### src/rtl/sdcd_cfg.svh
// timing and field constants of the command decoder
`ifndef SDCD_CFG_SVH
`define SDCD_CFG_SVH
`define SDCD_BANK_W        3
`define SDCD_ADDR_W        13
`define SDCD_AUTO_CLOSE_POS 10
`define SDCD_CHOP_POS      12
`define SDCD_FULL_BEATS    8
`define SDCD_CHOP_BEATS    4
`define SDCD_RETENTION_GAP 512
`define SDCD_MODE_GAP      12
`define SDCD_BL_FIELD_RST  2'h0
`endif

### src/rtl/sdcd_pkg.sv
// types shared by both ends of the command decoder
package sdcd_pkg;
    typedef enum logic [3:0] {
        SDCD_OP_NONE     = 4'h0,
        SDCD_OP_MODE     = 4'h1,
        SDCD_OP_REFRESH  = 4'h2,
        SDCD_OP_RET_IN   = 4'h3,
        SDCD_OP_RET_OUT  = 4'h4,
        SDCD_OP_CLOSE    = 4'h5,
        SDCD_OP_CLOSEALL = 4'h6,
        SDCD_OP_OPEN     = 4'h7,
        SDCD_OP_STORE    = 4'h8,
        SDCD_OP_LOAD     = 4'h9,
        SDCD_OP_CAL_LONG = 4'hA,
        SDCD_OP_CAL_SHRT = 4'hB,
        SDCD_OP_SLP_IN   = 4'hC,
        SDCD_OP_SLP_OUT  = 4'hD
    } sdcd_op_t;

    typedef enum logic [3:0] {
        SDCD_ST_READY  = 4'b0001,
        SDCD_ST_BURST  = 4'b0010,
        SDCD_ST_SLEEP  = 4'b0100,
        SDCD_ST_RETAIN = 4'b1000
    } sdcd_state_t;
endpackage : sdcd_pkg

### src/rtl/sdcd_if.sv
// command and address wires between controller and memory
`timescale 1ns/1ps
interface sdcd_if;
    logic        chip_sel_n;
    logic        row_strobe_n;
    logic        col_strobe_n;
    logic        write_strobe_n;
    logic        clock_gate;
    logic [2:0]  bank;
    logic [12:0] addr;
    logic        termination_enable;
    modport ctrl (output chip_sel_n, row_strobe_n, col_strobe_n,
                  write_strobe_n, clock_gate, bank, addr,
                  termination_enable);
    modport mem  (input chip_sel_n, row_strobe_n, col_strobe_n,
                  write_strobe_n, clock_gate, bank, addr,
                  termination_enable);
endinterface : sdcd_if

### src/rtl/sdcd_decode.sv
// combinational command word decoder
`timescale 1ns/1ps
`include "sdcd_cfg.svh"
module sdcd_decode
    import sdcd_pkg::*;
(
    input  wire logic       chip_sel_n,
    input  wire logic       row_strobe_n,
    input  wire logic       col_strobe_n,
    input  wire logic       write_strobe_n,
    input  wire logic       gate_prev,
    input  wire logic       gate_now,
    input  wire logic       auto_close_bit,
    output sdcd_op_t        op,
    output logic            legal
);
    // decode purely from the sampled levels
    always_comb begin
        op    = SDCD_OP_NONE;
        legal = 1'b1;
        if (!gate_prev && gate_now) begin
            // exits need deselect or idle
            if (chip_sel_n || {row_strobe_n, col_strobe_n,
                               write_strobe_n} == 3'b111)
                op = SDCD_OP_RET_OUT;
            else
                legal = 1'b0;
        end else if (gate_prev && !gate_now) begin
            if (!chip_sel_n && {row_strobe_n, col_strobe_n,
                                write_strobe_n} == 3'b001)
                op = SDCD_OP_RET_IN;
            else if (chip_sel_n || {row_strobe_n, col_strobe_n,
                                    write_strobe_n} == 3'b111)
                op = SDCD_OP_SLP_IN;
            else
                legal = 1'b0;
        end else if (!gate_now) begin
            op = SDCD_OP_NONE;
        end else if (chip_sel_n) begin
            op = SDCD_OP_NONE;
        end else begin
            unique case ({row_strobe_n, col_strobe_n, write_strobe_n})
                3'b000: op = SDCD_OP_MODE;
                3'b001: op = SDCD_OP_REFRESH;
                3'b010: op = auto_close_bit ? SDCD_OP_CLOSEALL
                                            : SDCD_OP_CLOSE;
                3'b011: op = SDCD_OP_OPEN;
                3'b100: op = SDCD_OP_STORE;
                3'b101: op = SDCD_OP_LOAD;
                3'b110: op = auto_close_bit ? SDCD_OP_CAL_LONG
                                            : SDCD_OP_CAL_SHRT;
                3'b111: op = SDCD_OP_NONE;
            endcase
        end
    end
endmodule : sdcd_decode

### src/rtl/sdcd_mem.sv
// memory end: samples and interprets each command word
// Summary of operation
// sample command pins each rising edge
// all strobes low means mode load
// row strobe only opens a row
// close one bank, or all when flagged
// column and write strobes mean store
// column strobe alone means load
// burst chop low gives four beats
// auto close bit closes row after burst
// write strobe alone calibrates, long or short
// idle never aborts a running burst
// deselected behaves as idle
// bursts always run to completion; here a decoded clock gate edge (sleep, retention entry or wake) cuts one short
// no internal refresh while asleep
// termination ignored, off in retention
// retention entry and exit via clock gate
// controller waits 512 cycles before store
// controller keeps reset high normally
// valid inputs driven to defined levels
// gate held high through mode gaps
// sleep edges only with idle or deselect
// retention only with all banks idle
// undefined words are ignored
`timescale 1ns/1ps
`include "sdcd_cfg.svh"
module sdcd_mem
    import sdcd_pkg::*;
#(
    parameter int BANKS = 8
) (
    input  wire logic                      mclk,
    input  wire logic                      rstn,
    sdcd_if.mem                            pins,
    output logic [3:0]                     op_code,
    output logic                           op_valid,
    output logic [`SDCD_BANK_W-1:0]        op_bank,
    output logic [`SDCD_ADDR_W-1:0]        op_addr,
    output logic                           burst_busy,
    output logic [3:0]                     burst_beats,
    output logic                           burst_autoclose,
    output logic                           burst_is_store,
    output logic [BANKS-1:0]               bank_open,
    output logic                           asleep,
    output logic                           retaining,
    output logic                           termination_on,
    output logic                           illegal_seen
);
    // the bank decode can only serve one flag per bank field value
    if (BANKS != (1 << `SDCD_BANK_W)) begin : g_bad_banks
        $error("sdcd_mem: BANKS must match bank field width");
    end

    // ************************************************************
    // state record
    // ************************************************************
    typedef struct packed {
        logic                      gate_prev;
        sdcd_state_t               st;
        logic [1:0]                bl_mode;
        logic [3:0]                beats;
        logic                      autoclose;
        logic                      is_store;
        logic [`SDCD_BANK_W-1:0]   burst_bank;
        logic [BANKS-1:0]          open;
        logic [3:0]                code;
        logic                      valid;
        logic [`SDCD_BANK_W-1:0]   bank;
        logic [`SDCD_ADDR_W-1:0]   addr;
        logic                      term;
        logic                      illegal;
    } sdcd_mem_state_t;

    sdcd_mem_state_t cur;
    sdcd_mem_state_t next_cur;
    sdcd_op_t        op;
    logic            legal;

    sdcd_decode u_dec (
        .chip_sel_n     (pins.chip_sel_n),
        .row_strobe_n   (pins.row_strobe_n),
        .col_strobe_n   (pins.col_strobe_n),
        .write_strobe_n (pins.write_strobe_n),
        .gate_prev      (cur.gate_prev),
        .gate_now       (pins.clock_gate),
        .auto_close_bit (pins.addr[`SDCD_AUTO_CLOSE_POS]),
        .op             (op),
        .legal          (legal)
    );

    // beats of a burst: fixed field or chop bit on the fly
    function automatic logic [3:0] burst_len(input logic [1:0] mode,
                                             input logic chop_n);
        unique case (mode)
            2'h0:    burst_len = 4'(`SDCD_FULL_BEATS);
            2'h1:    burst_len = chop_n ? 4'(`SDCD_FULL_BEATS)
                                        : 4'(`SDCD_CHOP_BEATS);
            default: burst_len = 4'(`SDCD_CHOP_BEATS);
        endcase
    endfunction : burst_len

    // ************************************************************
    // next state
    // ************************************************************
    always_comb begin
        next_cur           = cur;
        next_cur.gate_prev = pins.clock_gate;
        next_cur.valid     = 1'b0;
        next_cur.illegal   = !legal;
        // termination follows its pin, forced off by the decoder on retention entry and while retaining
        next_cur.term = pins.termination_enable
                        && cur.st != SDCD_ST_RETAIN;
        // a running burst counts down through any word other than a decoded gate edge
        if (cur.st == SDCD_ST_BURST) begin
            next_cur.beats = cur.beats - 4'h1;
            if (cur.beats == 4'h1) begin
                next_cur.st = SDCD_ST_READY;
                if (cur.autoclose)
                    next_cur.open[cur.burst_bank] = 1'b0;
            end
        end
        if (legal && op != SDCD_OP_NONE) begin
            next_cur.valid = 1'b1;
            next_cur.code  = op;
            next_cur.bank  = pins.bank;
            next_cur.addr  = pins.addr;
        end
        unique case (op)
            SDCD_OP_MODE: begin
                // partition zero holds the burst length field
                if (pins.bank == '0)
                    next_cur.bl_mode = pins.addr[1:0];
            end
            SDCD_OP_OPEN:     next_cur.open[pins.bank] = 1'b1;
            SDCD_OP_CLOSE:    next_cur.open[pins.bank] = 1'b0;
            SDCD_OP_CLOSEALL: next_cur.open = '0;
            SDCD_OP_STORE, SDCD_OP_LOAD: begin
                // a new column command only starts when not busy
                if (cur.st != SDCD_ST_BURST) begin
                    next_cur.st         = SDCD_ST_BURST;
                    next_cur.beats      = burst_len(cur.bl_mode,
                                   pins.addr[`SDCD_CHOP_POS]);
                    next_cur.autoclose  =
                        pins.addr[`SDCD_AUTO_CLOSE_POS];
                    next_cur.is_store   = (op == SDCD_OP_STORE);
                    next_cur.burst_bank = pins.bank;
                end
            end
            SDCD_OP_RET_IN: begin
                next_cur.st   = SDCD_ST_RETAIN;
                next_cur.term = 1'b0;
            end
            SDCD_OP_SLP_IN:  next_cur.st = SDCD_ST_SLEEP;
            SDCD_OP_RET_OUT: next_cur.st = SDCD_ST_READY;
            default: ;
        endcase
    end

    // ************************************************************
    // registers
    // ************************************************************
    always_ff @(posedge mclk or negedge rstn) begin
        if (!rstn) begin
            cur           <= '0;
            cur.st        <= SDCD_ST_READY;
            cur.bl_mode   <= `SDCD_BL_FIELD_RST;
            cur.gate_prev <= 1'b1;
        end else begin
            cur <= next_cur;
        end
    end

    // all outputs straight from the state record
    assign op_code         = cur.code;
    assign op_valid        = cur.valid;
    assign op_bank         = cur.bank;
    assign op_addr         = cur.addr;
    assign burst_busy      = cur.st == SDCD_ST_BURST;
    assign burst_beats     = cur.beats;
    assign burst_autoclose = cur.autoclose;
    assign burst_is_store  = cur.is_store;
    assign bank_open       = cur.open;
    assign asleep          = cur.st == SDCD_ST_SLEEP;
    assign retaining       = cur.st == SDCD_ST_RETAIN;
    assign termination_on  = cur.term;
    assign illegal_seen    = cur.illegal;
endmodule : sdcd_mem

### src/flat_wrapper.sv
// flat-port wrapper written by rule: the top's interface ports become plain ports
module sdcd_mem_flat import sdcd_pkg::*;
#(
    parameter int BANKS = 8
)
  (mclk, rstn, op_code, op_valid, op_bank, op_addr, burst_busy, burst_beats, burst_autoclose, burst_is_store, bank_open, asleep, retaining, termination_on, illegal_seen, pins_chip_sel_n, pins_row_strobe_n, pins_col_strobe_n, pins_write_strobe_n, pins_clock_gate, pins_bank, pins_addr, pins_termination_enable);
  sdcd_if pins_i ();
  input  wire logic mclk;
  input  wire logic rstn;
  output logic [3:0] op_code;
  output logic op_valid;
  output logic [`SDCD_BANK_W-1:0] op_bank;
  output logic [`SDCD_ADDR_W-1:0] op_addr;
  output logic burst_busy;
  output logic [3:0] burst_beats;
  output logic burst_autoclose;
  output logic burst_is_store;
  output logic [BANKS-1:0] bank_open;
  output logic asleep;
  output logic retaining;
  output logic termination_on;
  output logic illegal_seen;
  input wire logic [$bits(pins_i.chip_sel_n)-1:0] pins_chip_sel_n;
  input wire logic [$bits(pins_i.row_strobe_n)-1:0] pins_row_strobe_n;
  input wire logic [$bits(pins_i.col_strobe_n)-1:0] pins_col_strobe_n;
  input wire logic [$bits(pins_i.write_strobe_n)-1:0] pins_write_strobe_n;
  input wire logic [$bits(pins_i.clock_gate)-1:0] pins_clock_gate;
  input wire logic [$bits(pins_i.bank)-1:0] pins_bank;
  input wire logic [$bits(pins_i.addr)-1:0] pins_addr;
  input wire logic [$bits(pins_i.termination_enable)-1:0] pins_termination_enable;
  assign pins_i.chip_sel_n = pins_chip_sel_n;
  assign pins_i.row_strobe_n = pins_row_strobe_n;
  assign pins_i.col_strobe_n = pins_col_strobe_n;
  assign pins_i.write_strobe_n = pins_write_strobe_n;
  assign pins_i.clock_gate = pins_clock_gate;
  assign pins_i.bank = pins_bank;
  assign pins_i.addr = pins_addr;
  assign pins_i.termination_enable = pins_termination_enable;
  sdcd_mem #(.BANKS(BANKS)) u_core (.mclk(mclk), .rstn(rstn), .pins(pins_i), .op_code(op_code), .op_valid(op_valid), .op_bank(op_bank), .op_addr(op_addr), .burst_busy(burst_busy), .burst_beats(burst_beats), .burst_autoclose(burst_autoclose), .burst_is_store(burst_is_store), .bank_open(bank_open), .asleep(asleep), .retaining(retaining), .termination_on(termination_on), .illegal_seen(illegal_seen));
endmodule
### config.mk
export PLATFORM = sky130hd
export DESIGN_NAME = sdcd_mem_flat
export DESIGN_NICKNAME = d
export VERILOG_FILES = /design/src/rtl/sdcd_pkg.sv /design/src/rtl/sdcd_if.sv /design/src/rtl/sdcd_decode.sv /design/src/rtl/sdcd_mem.sv /design/src/flat_wrapper.sv
export VERILOG_INCLUDE_DIRS = /design/src /design/src/rtl
export SDC_FILE = /design/constraint.sdc
export NUM_CORES = 1
export LEC_CHECK = 0
export ABC_AREA = 1
export BUFFER_PORTS_ARGS = -buffer_cell sky130_fd_sc_hd__buf_2
export CORE_MARGIN = 2
export CORE_UTILIZATION = 59
export DETAILED_ROUTE_END_ITERATION = 8
export PLACE_DENSITY_LB_ADDON = 0.3
export SETUP_SLACK_MARGIN = 0.15
export SLEW_MARGIN = 20
export SYNTH_ARGS = -nofsm -noshare
export SYNTH_HDL_FRONTEND = slang
export SYNTH_SLANG_ARGS = --single-unit
### constraint.sdc
create_clock -name mclk -period 2.5 [get_ports mclk]
set_input_delay 0.5 -clock mclk [delete_from_list [all_inputs] [get_ports mclk]]
set_output_delay 0.5 -clock mclk [all_outputs]
set_load 0.02 [all_outputs]
### Word-level counts from Yosys, hierarchy flattened

Cells that the tools add are included.

* eq/ne operators: 23
* reduce and logical (&&, ||, !) cells: 19
* $lt $le $gt $ge: 4
* bitwise operators: 5
* add/subtract/negate cells: 1
* mux-type cells: 33

Operators by type and width (count)
* 2-to-1 mux 4 bit: 11
* one-hot mux 4 bit (8 select lines): 1
* 2-to-1 mux 8 bit: 3
* one-hot mux 8 bit (3 select lines): 1
* equality test 4 x 3 -> 1 bit, second input constant: 5
* 2-to-1 mux 9 bit: 2
* 2-to-1 mux 17 bit: 1
* AND 8 bit: 2
* equality test 4 bit, second input constant: 4
* NOT 8 bit: 2
* one-hot mux 4 bit (4 select lines): 1
* equality test 3 bit, second input constant: 4
* equality test 4 x 1 -> 1 bit, second input constant: 2
* equality test 4 x 2 -> 1 bit, second input constant: 2
* less-than comparator 3 x 4 -> 1 bit, second input constant: 2
* 2-to-1 mux 1 bit: 8
* bitwise OR 8 bit: 1
* one-hot mux 4 bit (2 select lines): 1
* logical AND 1 bit: 7
* demux 1 bit (select 3 bit): 2
* equality test 3 x 2 -> 1 bit, second input constant: 2
* >= comparator 3 x 1 -> 1 bit, second input constant: 2
* zero test 3 bit: 2
* zero test 1 bit: 4
* 12 further kinds: 13

* output and inout bits: 40
* bits in registers: 47
* input bits: 24
* logic and storage cells: 99

### Logic depth before layout (Yosys ltp)

* word-level depth: 11
* gate-level depth with buffers: 13
* mapped depth without buffers: 12

### Hierarchy

A second synthesis with hierarchy kept.

* cells, all modules: 348
* area, all modules: 2810.2 um^2

Modules (own cells, without submodules)
* sdcd_mem: cells each 312, times used 1, sequential area each 1178.6 um^2, area an instance 2646.3 um^2
* sdcd_decode: cells each 36, times used 1, sequential area each 0.0 um^2, area an instance 163.9 um^2

### Worst setup path before layout

No wires, ideal clock.

* path type: input to register
* start: input pins_chip_sel_n
* end: register u_core.cur, in the netlist u_core.op_code[0]
* buffers on the path: 1
* setup slack: 0.901 ns
* stages on the path: 13
* required time: 2.379 ns
* setup time: 0.121 ns
* arrival: 1.478 ns
* path through: inv_1 -> nand2_1 -> nor2_1 -> nor2_2 -> nand2_1 -> nand2_4 -> nand2_1 -> inv_2 -> nand3_4 -> inv_4 -> buf_12 -> nand2_2 -> nand2_1

* word-level cells in the longest chain between the ends: 7
* elaborated cells between the ends (all ways): 16
* those cells by class: 11 x mux; 5 x reduce/logical

Ends and longest elaborated chain
* start, declared: RTL line flat_wrapper.sv:23 `input wire logic [$bits(pins_i.chip_sel_n)-1:0] pins_chip_sel_n;`
* logical OR 1 bit / zero test 1 bit (equally long branches): RTL line sdcd_decode.sv:23, sdcd_decode.sv:32, sdcd_decode.sv:29
* 2-to-1 mux 4 bit / logical AND 1 bit (equally long branches): RTL line sdcd_decode.sv:32, sdcd_decode.sv:29
* 2-to-1 mux 4 bit: RTL line sdcd_decode.sv:29 `if (!chip_sel_n && {row_strobe_n, col_strobe_n,`
* 2-to-1 mux 4 bit: RTL line sdcd_decode.sv:28 `end else if (gate_prev && !gate_now) begin`
* 2-to-1 mux 4 bit: RTL line sdcd_decode.sv:21 `if (!gate_prev && gate_now) begin`
* nonzero test 4 bit: RTL line sdcd_mem.sv:122 `if (legal && op != SDCD_OP_NONE) begin`
* logical AND 1 bit: RTL line sdcd_mem.sv:122
* end signal, assigned: RTL line sdcd_mem.sv:169 `cur <= next_cur;`
* end, declared: RTL line sdcd_mem.sv:74 `sdcd_mem_state_t cur;`

Several ways; a longest one is shown, not always the timed one.
A chain may end at the register's enable or synchronous reset.

### Worst setup path after layout

* start: register u_core.cur[46] (netlist name)
* end: register u_core.cur, in the netlist u_core.op_addr[8]

* word-level cells in the longest chain between the ends: 5
* elaborated cells between the ends (all ways): 9
* those cells by class: 4 x mux; 5 x reduce/logical

Ends and longest elaborated chain (RTL line)
* logical AND 1 bit / zero test 1 bit (equally long branches): sdcd_decode.sv:28, sdcd_decode.sv:21
* 2-to-1 mux 4 bit / logical AND 1 bit (equally long branches): sdcd_decode.sv:28, sdcd_decode.sv:21
* 2-to-1 mux 4 bit: sdcd_decode.sv:21
* nonzero test 4 bit: sdcd_mem.sv:122
* logical AND 1 bit (*): sdcd_mem.sv:122

Every way passes the cells marked *; elsewhere a longest branch is shown, timed or not.

==> flow_metrics.env <==
export IMPL_ctsHoldBuffers=0
export IMPL_slowest_delay_ps=550
export IMPL_post_synth_top_area_cell="dfrtp_1"
export IMPL_drive_above_1_share_pct=26.7
export IMPL_row_count=25
export IMPL_finalCriticalPeriod_ps=1880
export IMPL_cts_resized=0
export IMPL_netlist_cell_type_count=30
export IMPL_slew_headroom_pct=58.0
export IMPL_cp_common_cell="nand2_1"
export IMPL_critical_path_max_fanout=20
export IMPL_pwr_share_comb_pct=34.5
export IMPL_seq_area_frac_synth_pct=40.7
export IMPL_async_flop_share_pct=100
export IMPL_overflow=0
export IMPL_ff2ff_path_depth=10
export IMPL_ant_nets=0
export IMPL_worstSetupStartpointType="flip-flop"
export IMPL_insertion_delay_ps=300
export IMPL_start_util_pct=61.4
export IMPL_cap_violations=0
export IMPL_required_ps=2740
export IMPL_netlist_instances=387
export IMPL_power_leakage_nw=1.80
export IMPL_cts_made_buffers=5
export IMPL_wirelength_um=5970
export IMPL_switching_power_w=0.000936
export IMPL_worstReg2RegStart="u_core.cur[46]"
export IMPL_die_x_um=74.1
export IMPL_area_growth_pct=8.03
export IMPL_r2r_end="u_core.op_addr[8]"
export IMPL_worstSetupPathType="reg2reg"
export IMPL_synth_edf_count=0
export IMPL_hp_class="in2async"
export IMPL_antenna_found_initial=0
export IMPL_clockBufferDepth=2
export IMPL_ctsRootBufferMaster="clkbuf_8"
export IMPL_final_cell_mix="131 x nand2_1, 63 x buf_2, 45 x dfrtp_1"
export IMPL_synth_top_area_share_pct=38.8
export IMPL_syn_area_per_cell_sq_um=7.49
export IMPL_grt_max_degree=21
export IMPL_worst_ep_arrival_time_ps=2120
export IMPL_io_pins=64
export IMPL_wl_per_cell_um=12.2
export IMPL_num_antenna_cells=0
export IMPL_hold_viol=0
export IMPL_final_common_cell="nand2_1"
export IMPL_track_usage_pct=23.6
export IMPL_cts_setup_buffers=0
export IMPL_drtPass1Iterations=4
export IMPL_synth_area_sq_mm=0.00290
export IMPL_max_freq_ghz=0.531
export IMPL_ys_ff_latch=47
export IMPL_grt_pass1_wl_um=9980
export IMPL_slew_viol_final=0
export IMPL_die_area_sq_mm=0.00549
export IMPL_cp_cell_sequence="nand2_2, inv_2, nand2_1, nand2_1, inv_2, nand2_4, nand3_4, inv_4, nand2_1, nand2_1"
export IMPL_crit_slowest_cell="dfstp_2"
export IMPL_gp_congestion=0.860
export IMPL_cts_tree="built"
export IMPL_final_setup_tns_ps=0
export IMPL_tightestPinTransition_ps=627
export IMPL_die_h_um=74.1
export IMPL_cts_clk_slew_worst_paths_ps=90
export IMPL_ys_flop_type="dfrtp_1"
export IMPL_final_nets=450
export IMPL_status="finished clean"
export IMPL_cts_sinks=47
export IMPL_crit_path_end_kind="flip-flop"
export IMPL_grt_pass1_vias=2281
export IMPL_p_seq_share_pct=42.6
export IMPL_setup_violations=0
export IMPL_syn_num_nets=414
export IMPL_dp_hpwl_um=4410
export IMPL_final_area_sq_mm=0.00313
export IMPL_rsz0062_at_grt="no"
export IMPL_finalCritPeriodShare_pct=75.3
export IMPL_netlist_top_cells_area="dfrtp_1 39%, nand2_1 17%, buf_4 8.8%"
export IMPL_p_per_area_mw_per_mm2=775
export IMPL_core_sq_mm=0.00472
export IMPL_vdd_drop_max_uv=422
export IMPL_finClkSkew_ps=6.05
export IMPL_io_buffers=63
export IMPL_drcViolationCount=0
export IMPL_viasPerCell=4.97
export IMPL_vias=2439
export IMPL_swShare_pct=38.6
export IMPL_r2r_setup_slack_ps=620
export IMPL_power_frac_clock_pct=22.9
export IMPL_htree_levels=2
export IMPL_internal_power_w=0.00149
export IMPL_drt_iter0_markers=195
export IMPL_synth_warnings=0
export IMPL_postPlaceCellArea_sq_mm=0.00302
state kept, by name, summed over array words and instances (netlist names), 3 cells and up:
signal / flops
u_core.burst_beats: 4
u_core.op_bank: 3
u_core.bank_open: 8
u_core.op_addr: 13
u_core.cur: 10
u_core.op_code: 4
final cells by class:
type,count,area (sq um)
fillers,417,1590
flip-flops and latches,47,1180
well taps,67,83.8
clock buffers,6,72.6
multi-input cells,255,1230
clock inverters,2,37.5
repair buffers,68,353
inverters,46,175
worst max path at each step:
stage / startpoint / end / cells past startpoint
final: u_core.cur[46] / u_core.op_addr[8] / 10
after global routing: u_core.cur[46] / u_core.op_addr[11] / 10
after CTS: u_core.cur[46] / u_core.op_addr[8] / 10
after detailed placement: pins_clock_gate / u_core.op_addr[8] / 12
after global placement: pins_clock_gate / u_core.op_addr[9] / 12
after floorplan: pins_chip_sel_n / u_core.op_code[0] / 13
layer usage:
| metal | vias up | track usage [%] | wire length, um |
|---|---|---|---|
| li1 | 1249 | - | - |
| met1 | 1098 | 31.0 | 2700 |
| met2 | 82 | 39.1 | 2800 |
| met3 | 10 | 4.61 | 377 |
| met4 | 0 | 8.48 | 89 |
| met5 | - | 0 | 0 |
power by group through the flow:
stage	Sequential, W	Combinational, W	Clock, W
6_report	0.00103	0.000836	0.000556
5_1_grt	0.00105	0.000948	0.000589
4_1_cts	0.00103	0.000842	0.000559
3_5_place_dp	0.00105	0.000835	0
3_3_place_gp	0.00104	0.000815	0
2_1_floorplan	0.00104	0.000723	0
critical path, delay by kind of cell, from the launching register on:
family / cells / cell delay (ps)
and+or+nand+nor: 7 / 830
DFF: 1 / 550
buffers and inverters: 3 / 440
metrics by stage:
| stage | std cells | power [W] | utilization (%) | setup WS (ps) | hold slack [ps] |
|---|---|---|---|---|---|
| floorplan | 387 | 0.00177 | - | 901 | 204 |
| CTS | 491 | 0.00244 | 66.3 | 593 | 140 |
| detailed placement | 483 | 0.00188 | 64.0 | 459 | 453 |
| global route | 491 | 0.00259 | 66.3 | 414 | 153 |
| global placement | 483 | 0.00186 | 64.0 | 511 | 450 |
| finish | 491 | 0.00243 | 66.3 | 618 | 125 |
cell families after synthesis:
logic type               share of synthesized area, %
AND/OR/NAND/NOR                                  37.8
buffers and inverters                            16.9
flip-flops                                       40.7
AO/OA/AOI/OAI                                    2.81
adder cells (fa/ha/maj)                          1.29
XOR/XNOR                                        0.604
cells in the mapped netlist (all sizes together), types with 2 or more instances:
cell and n:
nor3 11, nor2 30, nand3 24, inv 46, o21ai 11, dfstp 2
dfrtp 45, ha 3, buf 39, a21oi 3, nand2 148, nand4 21
(Power assumes the default switching activity.)
